===== src/vsp_defines.svh =====
// Constants shared by both ends of the video stream port
`ifndef VSP_DEFINES_SVH
`define VSP_DEFINES_SVH

// Input ready stays low this many cycles after a line end is taken
`define VSP_FLUSH_CYCLES 3'h7
// Width of the flush down-counter
`define VSP_FLUSH_W 3
// Width of the external interrupt controller vector
`define VSP_IRQ_VEC_W 6
// Bit positions inside the external interrupt controller vector
`define VSP_VEC_FRAME_START 0
`define VSP_VEC_LINE_END 1
`define VSP_VEC_FLUSH_BUSY 2
`define VSP_VEC_OUT_STALL 3
// Width of the pixel and line counters
`define VSP_CNT_W 16

`endif


===== src/vsp_pkg.sv =====
// Types shared by both ends of the video stream port
package vsp_pkg;

   // Output pixel source of the core
   typedef enum logic [0:0]
   {
      MODE_PASS = 1'b0,
      MODE_RAMP = 1'b1
   } mode_type;

   // States of the pixel source
   typedef enum logic [0:0]
   {
      SRC_IDLE = 1'b0,
      SRC_SEND = 1'b1
   } src_state_type;

endpackage


===== src/vsp_stream_if.sv =====
// Interface joining the core to its upstream source and downstream sink
`timescale 1ns/1ps
`default_nettype none

interface vsp_stream_if
#(
   parameter int DATA_W = 24
);
   // Input stream, source to core
   logic [DATA_W-1:0] in_data;
   logic in_valid;
   logic in_ready;
   logic in_frame_start;
   logic in_line_end_marker;
   // Output stream, core to sink
   logic [DATA_W-1:0] out_data;
   logic out_valid;
   logic out_ready;
   logic out_frame_start;
   logic out_line_end_marker;

   // Core end
   modport core
   (
      input in_data,
      input in_valid,
      input in_frame_start,
      input in_line_end_marker,
      output in_ready,
      output out_data,
      output out_valid,
      output out_frame_start,
      output out_line_end_marker,
      input out_ready
   );

   // Source and sink end
   modport partner
   (
      output in_data,
      output in_valid,
      output in_frame_start,
      output in_line_end_marker,
      input in_ready,
      input out_data,
      input out_valid,
      input out_frame_start,
      input out_line_end_marker,
      output out_ready
   );
endinterface

`default_nettype wire


===== src/vsp_core.sv =====
// Core end of the video stream port: stream stage with line flush
//
// Notes on behaviour
// RULE1: One clock, enable, reset for everything.
// RULE2: Sample inputs and change outputs on rising edge.
// RULE3: Enable low freezes state and all outputs.
// RULE4: Enable low ignores every input except reset.
// RULE5: Reset acts at next edge, overrides enable.
// RULE6: Stream data widths are whole bytes.
// RULE7: Source zero-fills upper bits of wide components.
// RULE8: Core packs components, zero-fills upper output bits.
// RULE9: Transfer needs ready, valid, enable, no reset.
// RULE10: Only active pixels cross the streams.
// RULE11: Source holds signals stable until transfer completes.
// RULE12: Source never drops or abandons an offer.
// RULE13: Source may continue or pause after transfer.
// RULE14: Sink ready may come before, with, after valid.
// RULE15: Sink should drive ready independent of valid.
// RULE16: User bit marks frame start, last marks line end.
// RULE17: Optional six-bit controller vector and interrupt request.
// RULE18: Frame start marks exactly the first pixel.
// RULE19: Line end marks exactly the last line pixel.
// RULE20: Input ready low seven cycles after each line.
// RULE21: Output valid and markers low during, after reset.
`timescale 1ns/1ps
`default_nettype none
`include "vsp_defines.svh"

module vsp_core
#(
   parameter int COMP_W = 8,
   parameter int NCOMP = 3,
   parameter int DATA_W = 24,
   parameter bit HAS_EXT_IRQ = 1'b1,
   parameter bit HAS_IRQ = 1'b0
)
(
   // Clock, enable and reset
   input wire logic i_clk,
   input wire logic i_ce,
   input wire logic i_rst,
   // Stream link
   vsp_stream_if.core io_stream,
   // Pixel source select
   input wire vsp_pkg::mode_type i_mode,
   // Interrupt outputs
   output logic [`VSP_IRQ_VEC_W-1:0] o_ext_irq_ctrl_vector,
   output logic o_irq
);
   localparam int PIX_W = NCOMP * COMP_W;

   // Output stage
   logic [DATA_W-1:0] out_data_reg;
   logic out_valid_reg;
   logic out_sof_reg;
   logic out_eol_reg;
   // Skid stage, catches a pixel taken while the output stalls
   logic [DATA_W-1:0] skid_data_reg;
   logic skid_valid_reg;
   logic skid_sof_reg;
   logic skid_eol_reg;
   logic skid_valid_next;
   // Input side
   logic in_ready_reg;
   logic in_ready_next;
   logic [`VSP_FLUSH_W-1:0] flush_reg;
   logic [`VSP_FLUSH_W-1:0] flush_next;
   logic [COMP_W-1:0] col_reg;
   // Events
   logic [`VSP_IRQ_VEC_W-1:0] vec_reg;
   logic irq_reg;
   // Handshake terms
   logic accept;
   logic take_out;
   logic out_free;
   logic [PIX_W-1:0] ramp_word;
   logic [DATA_W-1:0] pix_word;

   ////////////////////////////////////////////////////////////////////////
   // Handshake terms

   // RULE10 pixels only
   // RULE9 input transfer
   assign accept = i_ce && io_stream.in_valid && in_ready_reg;
   // RULE14 sink ready any time
   assign take_out = i_ce && out_valid_reg && io_stream.out_ready;
   assign out_free = !out_valid_reg || take_out;

   // Skid holds a pixel only while the output cannot move
   always_comb
   begin
      skid_valid_next = skid_valid_reg;
      if (out_free)
         skid_valid_next = 1'b0;
      else if (accept)
         skid_valid_next = 1'b1;
   end

   // Flush count loads on a taken line end, then counts down
   // RULE20 seven cycle flush
   always_comb
   begin
      flush_next = flush_reg;
      if (accept && io_stream.in_line_end_marker)
         flush_next = `VSP_FLUSH_CYCLES;
      else if (flush_reg != '0)
         flush_next = flush_reg - 1'b1;
   end

   assign in_ready_next = !skid_valid_next && (flush_next == '0);

   ////////////////////////////////////////////////////////////////////////
   // Pixel word

   // Ramp pattern: each component is the column count plus its index
   genvar k;
   generate
      for (k = 0; k < NCOMP; k++)
      begin : g_ramp_comp
         assign ramp_word[k*COMP_W +: COMP_W] = COMP_W'(col_reg + k);
      end
   endgenerate

   // Components packed low, bits above them forced to zero
   // RULE6 whole byte width
   // RULE8 pack and zero-fill
   always_comb
   begin
      if (i_mode == vsp_pkg::MODE_RAMP)
         pix_word = DATA_W'(ramp_word);
      else
         pix_word = DATA_W'(io_stream.in_data[PIX_W-1:0]);
   end

   ////////////////////////////////////////////////////////////////////////
   // Input side

   // Ready and flush count; enable low freezes them
   // RULE1 shared clock, reset
   // RULE5 reset over enable
   always_ff @(posedge i_clk)
   begin
      if (i_rst)
      begin
         in_ready_reg <= 1'b0;
         flush_reg <= '0;
      end
      // RULE3 freeze on enable
      else if (i_ce)
      begin
         in_ready_reg <= in_ready_next;
         flush_reg <= flush_next;
      end
   end

   // Column within the line, cleared by the line end
   always_ff @(posedge i_clk)
   begin
      if (i_rst)
         col_reg <= '0;
      else if (accept)
         col_reg <= io_stream.in_line_end_marker ? '0 : col_reg + 1'b1;
   end

   ////////////////////////////////////////////////////////////////////////
   // Output side

   // Output register moves on when empty or taken
   // RULE21 quiet after reset
   always_ff @(posedge i_clk)
   begin
      if (i_rst)
      begin
         out_valid_reg <= 1'b0;
         out_data_reg <= '0;
         out_sof_reg <= 1'b0;
         out_eol_reg <= 1'b0;
      end
      // RULE4 inputs ignored
      else if (i_ce && out_free)
      begin
         if (skid_valid_reg)
         begin
            out_valid_reg <= 1'b1;
            out_data_reg <= skid_data_reg;
            out_sof_reg <= skid_sof_reg;
            out_eol_reg <= skid_eol_reg;
         end
         else if (accept)
         begin
            out_valid_reg <= 1'b1;
            out_data_reg <= pix_word;
            // RULE18 frame start follows pixel
            out_sof_reg <= io_stream.in_frame_start;
            // RULE19 line end follows pixel
            out_eol_reg <= io_stream.in_line_end_marker;
         end
         else
         begin
            out_valid_reg <= 1'b0;
            out_sof_reg <= 1'b0;
            out_eol_reg <= 1'b0;
         end
      end
   end

   // Skid register fills only when a pixel is taken during a stall
   always_ff @(posedge i_clk)
   begin
      if (i_rst)
      begin
         skid_valid_reg <= 1'b0;
         skid_data_reg <= '0;
         skid_sof_reg <= 1'b0;
         skid_eol_reg <= 1'b0;
      end
      else if (i_ce)
      begin
         skid_valid_reg <= skid_valid_next;
         if (accept && !out_free)
         begin
            skid_data_reg <= pix_word;
            skid_sof_reg <= io_stream.in_frame_start;
            skid_eol_reg <= io_stream.in_line_end_marker;
         end
      end
   end

   ////////////////////////////////////////////////////////////////////////
   // Interrupt outputs

   // Event vector: frame start and line end pulse one cycle, flush busy and stall are levels; present only when configured
   // RULE17 optional vector
   always_ff @(posedge i_clk)
   begin
      if (i_rst)
         vec_reg <= '0;
      else if (i_ce)
      begin
         vec_reg <= '0;
         if (HAS_EXT_IRQ)
         begin
            vec_reg[`VSP_VEC_FRAME_START] <= take_out && out_sof_reg;
            vec_reg[`VSP_VEC_LINE_END] <= take_out && out_eol_reg;
            vec_reg[`VSP_VEC_FLUSH_BUSY] <= flush_next != '0;
            vec_reg[`VSP_VEC_OUT_STALL] <= out_valid_reg && !take_out;
         end
      end
   end

   // Request line: frame start event when the request pin is present
   always_ff @(posedge i_clk)
   begin
      if (i_rst)
         irq_reg <= 1'b0;
      else if (i_ce)
         irq_reg <= HAS_IRQ && take_out && out_sof_reg;
   end

   // RULE2 outputs from edge registers
   assign io_stream.in_ready = in_ready_reg;
   assign io_stream.out_data = out_data_reg;
   assign io_stream.out_valid = out_valid_reg;
   assign io_stream.out_frame_start = out_sof_reg;
   assign io_stream.out_line_end_marker = out_eol_reg;
   assign o_ext_irq_ctrl_vector = vec_reg;
   assign o_irq = irq_reg;

endmodule

`default_nettype wire


===== src/flat_wrapper.sv =====
// flat-port wrapper written by rule: the top's interface ports become plain ports
module vsp_core_flat 
#(
   parameter int COMP_W = 8,
   parameter int NCOMP = 3,
   parameter int DATA_W = 24,
   parameter bit HAS_EXT_IRQ = 1'b1,
   parameter bit HAS_IRQ = 1'b0
)
  (i_clk, i_ce, i_rst, i_mode, o_ext_irq_ctrl_vector, o_irq, io_stream_in_data, io_stream_in_valid, io_stream_in_frame_start, io_stream_in_line_end_marker, io_stream_in_ready, io_stream_out_data, io_stream_out_valid, io_stream_out_frame_start, io_stream_out_line_end_marker, io_stream_out_ready);
  vsp_stream_if #(.DATA_W(DATA_W)) io_stream_i ();
  input wire logic i_clk;
  input wire logic i_ce;
  input wire logic i_rst;
  input wire vsp_pkg::mode_type i_mode;
  output logic [`VSP_IRQ_VEC_W-1:0] o_ext_irq_ctrl_vector;
  output logic o_irq;
  input wire logic [$bits(io_stream_i.in_data)-1:0] io_stream_in_data;
  input wire logic [$bits(io_stream_i.in_valid)-1:0] io_stream_in_valid;
  input wire logic [$bits(io_stream_i.in_frame_start)-1:0] io_stream_in_frame_start;
  input wire logic [$bits(io_stream_i.in_line_end_marker)-1:0] io_stream_in_line_end_marker;
  output wire logic [$bits(io_stream_i.in_ready)-1:0] io_stream_in_ready;
  output wire logic [$bits(io_stream_i.out_data)-1:0] io_stream_out_data;
  output wire logic [$bits(io_stream_i.out_valid)-1:0] io_stream_out_valid;
  output wire logic [$bits(io_stream_i.out_frame_start)-1:0] io_stream_out_frame_start;
  output wire logic [$bits(io_stream_i.out_line_end_marker)-1:0] io_stream_out_line_end_marker;
  input wire logic [$bits(io_stream_i.out_ready)-1:0] io_stream_out_ready;
  assign io_stream_i.in_data = io_stream_in_data;
  assign io_stream_i.in_valid = io_stream_in_valid;
  assign io_stream_i.in_frame_start = io_stream_in_frame_start;
  assign io_stream_i.in_line_end_marker = io_stream_in_line_end_marker;
  assign io_stream_in_ready = io_stream_i.in_ready;
  assign io_stream_out_data = io_stream_i.out_data;
  assign io_stream_out_valid = io_stream_i.out_valid;
  assign io_stream_out_frame_start = io_stream_i.out_frame_start;
  assign io_stream_out_line_end_marker = io_stream_i.out_line_end_marker;
  assign io_stream_i.out_ready = io_stream_out_ready;
  vsp_core #(.COMP_W(COMP_W), .NCOMP(NCOMP), .DATA_W(DATA_W), .HAS_EXT_IRQ(HAS_EXT_IRQ), .HAS_IRQ(HAS_IRQ)) u_core (.i_clk(i_clk), .i_ce(i_ce), .i_rst(i_rst), .io_stream(io_stream_i), .i_mode(i_mode), .o_ext_irq_ctrl_vector(o_ext_irq_ctrl_vector), .o_irq(o_irq));
endmodule

===== config.mk =====
export PLATFORM = sky130hd
export DESIGN_NAME = vsp_core_flat
export DESIGN_NICKNAME = d
export VERILOG_FILES = /design/src/vsp_pkg.sv /design/src/vsp_stream_if.sv /design/src/vsp_core.sv /design/src/flat_wrapper.sv
export VERILOG_INCLUDE_DIRS = /design/src /design/src/src
export SDC_FILE = /design/constraint.sdc
export NUM_CORES = 1
export LEC_CHECK = 0
export BUFFER_PORTS_ARGS = -buffer_cell sky130_fd_sc_hd__buf_2
export CORE_MARGIN = 2
export CORE_UTILIZATION = 37
export CTS_BUF_LIST = sky130_fd_sc_hd__clkbuf_4 sky130_fd_sc_hd__clkbuf_8
export DETAILED_ROUTE_END_ITERATION = 8
export PLACE_DENSITY = 0.58
export SETUP_SLACK_MARGIN = 0.15
export SYNTH_ARGS = -nofsm -noshare
export SYNTH_HDL_FRONTEND = slang
export SYNTH_SLANG_ARGS = --single-unit

===== constraint.sdc =====
create_clock -name i_clk -period 1.77 [get_ports i_clk]
set_input_delay 0.2655 -clock i_clk [delete_from_list [all_inputs] [get_ports i_clk]]
set_output_delay 0.2655 -clock i_clk [all_outputs]
set_load 0.005 [all_outputs]

Word-level counts from Yosys, hierarchy flattened:

Index checks and enable logic that the tools add are counted.

* add/subtract/negate cells: 4
* multiply operators: 0
* divide/modulo/power cells: 0
* $lt $le $gt $ge: 0
* equality and inequality tests: 0
* shift operators: 0
* muxes and demuxes: 14
* bitwise logic cells: 0
* reductions and logical operators: 22

Operators by type and width (number)
* $mux W24: 3
* $add A8 B1 Y8 const B: 2
* $logic_and A1 B1 Y1: 11
* $add A8 B2 Y8 const B: 1
* $mux W1: 8
* $mux W8: 1
* $mux W3: 2
* $reduce_bool A3 Y1: 2
* $logic_not A1 Y1: 4
* $reduce_and A2 Y1: 2
* $logic_not A3 Y1: 1
* $sub A3 B1 Y3 const B: 1
* $reduce_bool A2 Y1: 1
* $logic_or A1 B1 Y1: 1

* flip-flop bits (word level): 70
* bits in latches: 0
* RAM bits: 0
* bits in read-only memories: 0
* word-level logic and storage cells: 52
* memories: 0

Longest topological paths before layout:

* depth after elaboration: 6
* depth in mapped cells: 7
* mapped depth without buffers: 7

Worst setup path before layout:

No wires, ideal clock.

* kind: reg2reg
* start point: reg u_core.col_reg[2]
* end point: reg u_core.out_data_reg[13] (netlist: u_core.io_stream.out_data[13])
* setup time: 0.086 ns
* data arrival time: 1.453 ns
* path slack: 0.232 ns
* stages on the path, launching flop included: 6
* path buffers: 0
* clock period less this slack: 1.538 ns
* cells stage by stage: dfxtp_1 -> ha_1 -> nand4_1 -> xor2_1 -> a211o_1 -> a211oi_1

* cells in the longest elaborated chain, start to end: 4

Ends and longest elaborated chain
* start, declared: line vsp_core.sv:68 `logic [COMP_W-1:0] col_reg;`
* start signal, assigned: line vsp_core.sv:162 `col_reg <= io_stream.in_line_end_marker ? '0 : col_reg + 1'b1;`
* $add A8 B1 Y8: line vsp_core.sv:120 `assign ramp_word[k*COMP_W +: COMP_W] = COMP_W'(col_reg + k);`
* $mux W24: line vsp_core.sv:129 `if (i_mode == vsp_pkg::MODE_RAMP)`
* $mux W24: line vsp_core.sv:189 `else if (accept)`
* $mux W24: line vsp_core.sv:182 `if (skid_valid_reg)`
* end signal, assigned: line vsp_core.sv:185 `out_data_reg <= skid_data_reg;`
* end signal, assigned: line vsp_core.sv:192 `out_data_reg <= pix_word;`
* end, declared: line vsp_core.sv:53 `logic [DATA_W-1:0] out_data_reg;`

No other way between the ends. The select of a mux whose other input is x is not followed.
A chain may end at the register's enable or synchronous reset.

Final worst setup path:

* start point: reg u_core.in_ready_reg (netlist: u_core.io_stream.in_ready)
* end point: reg u_core.out_data_reg[12] (netlist: u_core.io_stream.out_data[12])

* cells in the longest elaborated chain, start to end: 3

Ends and longest elaborated chain
* start, declared: line vsp_core.sv:64 `logic in_ready_reg;`
* start signal, assigned: line vsp_core.sv:151 `in_ready_reg <= in_ready_next;`
* $logic_and A1 B1 Y1: line vsp_core.sv:84 `assign accept = i_ce && io_stream.in_valid && in_ready_reg;`
* $reduce_bool A2 Y1 (no source line)
* $reduce_and A2 Y1 (no source line)

No other way between the ends.

==> flow_summary.json <==
{
  "status": "complete, no violations",
  "avgSynthCellArea_um2": 8.00,
  "clk_latency_ns": 0.35,
  "post_cts_buffers": 0,
  "clk_path_buf_depth": 2,
  "cp.arrival_ns": 1.78,
  "irDropWorstVdd_uv": 424,
  "wl_mm": 9.12,
  "synth-edff-count": 0,
  "synth_ff_type": "dfxtp_1",
  "timing.rr.end": "u_core.io_stream.out_data[12]",
  "wl_per_cell_um": 15.3,
  "drive_above_1_share_pct": 24.2,
  "path_delay_family": "simple AND/OR/NAND/NOR gates",
  "worstHoldEndpoint": "u_core.skid_sof_reg",
  "post-dp-hpwl_mm": 6.19,
  "syn2layout_area_growth_pct": 23.0,
  "dr_total_vias": 3173,
  "io_pins": 67,
  "final_common_cell": "dfxtp_1",
  "yosysSeqAreaShare_pct": 41.6,
  "period_minus_slack_ns": 1.55,
  "grt_pass1_vias": 3038,
  "ys_async_sr_fraction_pct": 0,
  "path_clk_slew_ns": 0.08,
  "p_leak_nw": 1.66,
  "layout_common_cells": "66 x dfxtp_1, 63 x buf_2, 58 x nand2_1",
  "grt_first_pass_wirelength_mm": 14.8,
  "die_x_um": 99.4,
  "hold_path_class": "in2reg",
  "grt_antenna_before_repair": 0,
  "rows": 34,
  "path_buf_inv": 1,
  "ys_warn_count": 0,
  "required_ns": 2.00,
  "drtIter0Drc": 201,
  "overflow": 0,
  "htree_levels": 3,
  "instances_no_fill": 596,
  "numCtsBuffers": 9,
  "rsz0062_at_grt": "yes",
  "max_cap_viol_count": 0,
  "timing.setup.tns_ns": 0,
  "setup_viol": 0,
  "first_pass_iters": 4,
  "start_kind": "register",
  "whs_path_depth": 3,
  "viasPerCell": 5.32,
  "min_from": "io_stream_in_frame_start",
  "critical_path_class": "reg2reg",
  "ant_nets": 0,
  "grt_max_degree": 49,
  "syn_inst": 421,
  "core_um2": 8760,
  "crit_path_start": "u_core.io_stream.in_ready",
  "die_h_um": 99.4,
  "cts_tree": "done",
  "fmax_mhz": 647,
  "floorplan.initialDensity_pct": 38.4,
  "port_buffers": 63,
  "r2r_slack_ns": 0.22,
  "drc": 0,
  "drv_slew": 0,
  "die-area_um2": 9880,
  "rr_worst_depth": 5,
  "final-hold-violation-count": 0,
  "pwr_density_cell_nw_per_um2": 814,
  "grt_usage_pct": 18.8,
  "critPathSlowestCell": "or3_1",
  "synth_cell_types": 47,
  "cpPeakStageDelay_ns": 0.45,
  "r2r-start": "u_core.io_stream.in_ready",
  "dp_cells": 580,
  "cp-end-kind": "register",
  "period_share_pct": 87.3,
  "worstPathMaxFanout": 11,
  "n_antenna_cell": 0,
  "netlist_area_um2": 3370,
  "num-nets-final": 520,
  "ys_ff_latch": 70,
  "cts_num_sinks": 70,
  "gp_congestion": 0.847,
  "clock_skew_ns": 0.00996,
  "crit_path_cell_trace": "a31oi_1 > or3_1 > buf_4 > a21oi_1 > a211oi_2",
  "cts_root_buf": "clkbuf_8"
}
==> cells by family (layout without fill, tap and decap cells) <==
| family | Yosys count | count (layout) | share of synthesized area, % |
|---|---|---|---|
| AND/OR/NAND/NOR | 145 | 145 | 19.4 |
| AO/OA/AOI/OAI | 130 | 130 | 24.0 |
| flip-flops | 70 | 70 | 41.6 |
| buffers and inverters | 45 | 110 | 5.83 |
| multiplexers | 18 | 18 | 5.39 |
| XOR/XNOR | 7 | 7 | 1.82 |
| adder cells (fa/ha/maj) | 5 | 5 | 1.86 |
| other | 1 | 3 | 0.111 |
==> Yosys cell counts (all sizes together) (5+ instances only) <==
master	count	share of area, %
nand3	6	0.89
a211oi	27	6.0
inv	7	0.78
dfxtp	70	42
a21oi	56	8.3
a211o	10	2.6
ha	5	1.9
buf	18	2.8
nor2	49	5.5
nand2	58	6.5
o21ai	22	3.3
nor3	5	0.89
mux2i	17	5.1
clkbuf	18	2.0
==> final cells by class <==
class | count | area, µm²
Clock inverter | 5 | 63.8
Fill cell | 873 | 4620
Multi-Input combinational cell | 308 | 1820
Tap cell | 108 | 135
Sequential cell | 70 | 1410
Timing Repair Buffer | 85 | 531
Clock buffer | 11 | 151
Inverter | 9 | 33.8
==> stage by stage <==
stage	power [mW]	cell area (µm²)	util [%]	setup slack, ns	hold slack (ns)
floorplan	1.86	3370	-	0.232	0.401
global placement	1.99	3880	44.2	0.134	0.435
detailed placement	1.99	3880	44.2	0.0672	0.441
CTS	3.39	4100	46.7	0.164	0.170
global route	3.51	4140	47.2	0.129	0.178
finish	3.37	4140	47.2	0.224	0.174
==> layer usage <==
| metal | up-vias | global-route usage [%] | part of all wire, % |
|---|---|---|---|
| met5 | - | 0 | 0 |
| met4 | 0 | 5.16 | 1.5 |
| met3 | 8 | 5.06 | 6.0 |
| met2 | 81 | 31.5 | 48 |
| met1 | 1478 | 23.9 | 44 |
| li1 | 1606 | - | - |
==> worst max-delay path by stage <==
| stage | endpoint | slack, ns | cells past startpoint |
|---|---|---|---|
| final | u_core.io_stream.out_data[12] | 0.22 | 5 |
| after CTS | u_core.io_stream.in_ready | 0.16 | 6 |
| after floorplan | u_core.io_stream.out_data[13] | 0.23 | 5 |
| after detailed placement | u_core.skid_data_reg[15] | 0.07 | 5 |
| after global placement | u_core.io_stream.out_data[13] | 0.13 | 5 |
| after global routing | u_core.io_stream.out_data[13] | 0.13 | 5 |
==> worst min-delay path: stages <==
cell	delay [ns]
buf_2	0.10
nand2_1	0.05
a21oi_1	0.05
==> where the power goes <==
| group | total (mW) | leakage [nW] | internal (mW) | switching, mW |
|---|---|---|---|---|
| clock network | 1.40 | 0.107 | 0.743 | 0.662 |
| registers | 1.62 | 0.567 | 1.60 | 0.0202 |
| logic | 0.342 | 0.990 | 0.150 | 0.192 |
==> what timing repair did <==
item                                    CTS  global route
endpoints found under the setup margin    6            24
hold buffers                              0             0
resized for setup                         4            11
gates cloned                              0             0
pin swaps                                 0             1
Power figures use the tool's default switching activity.
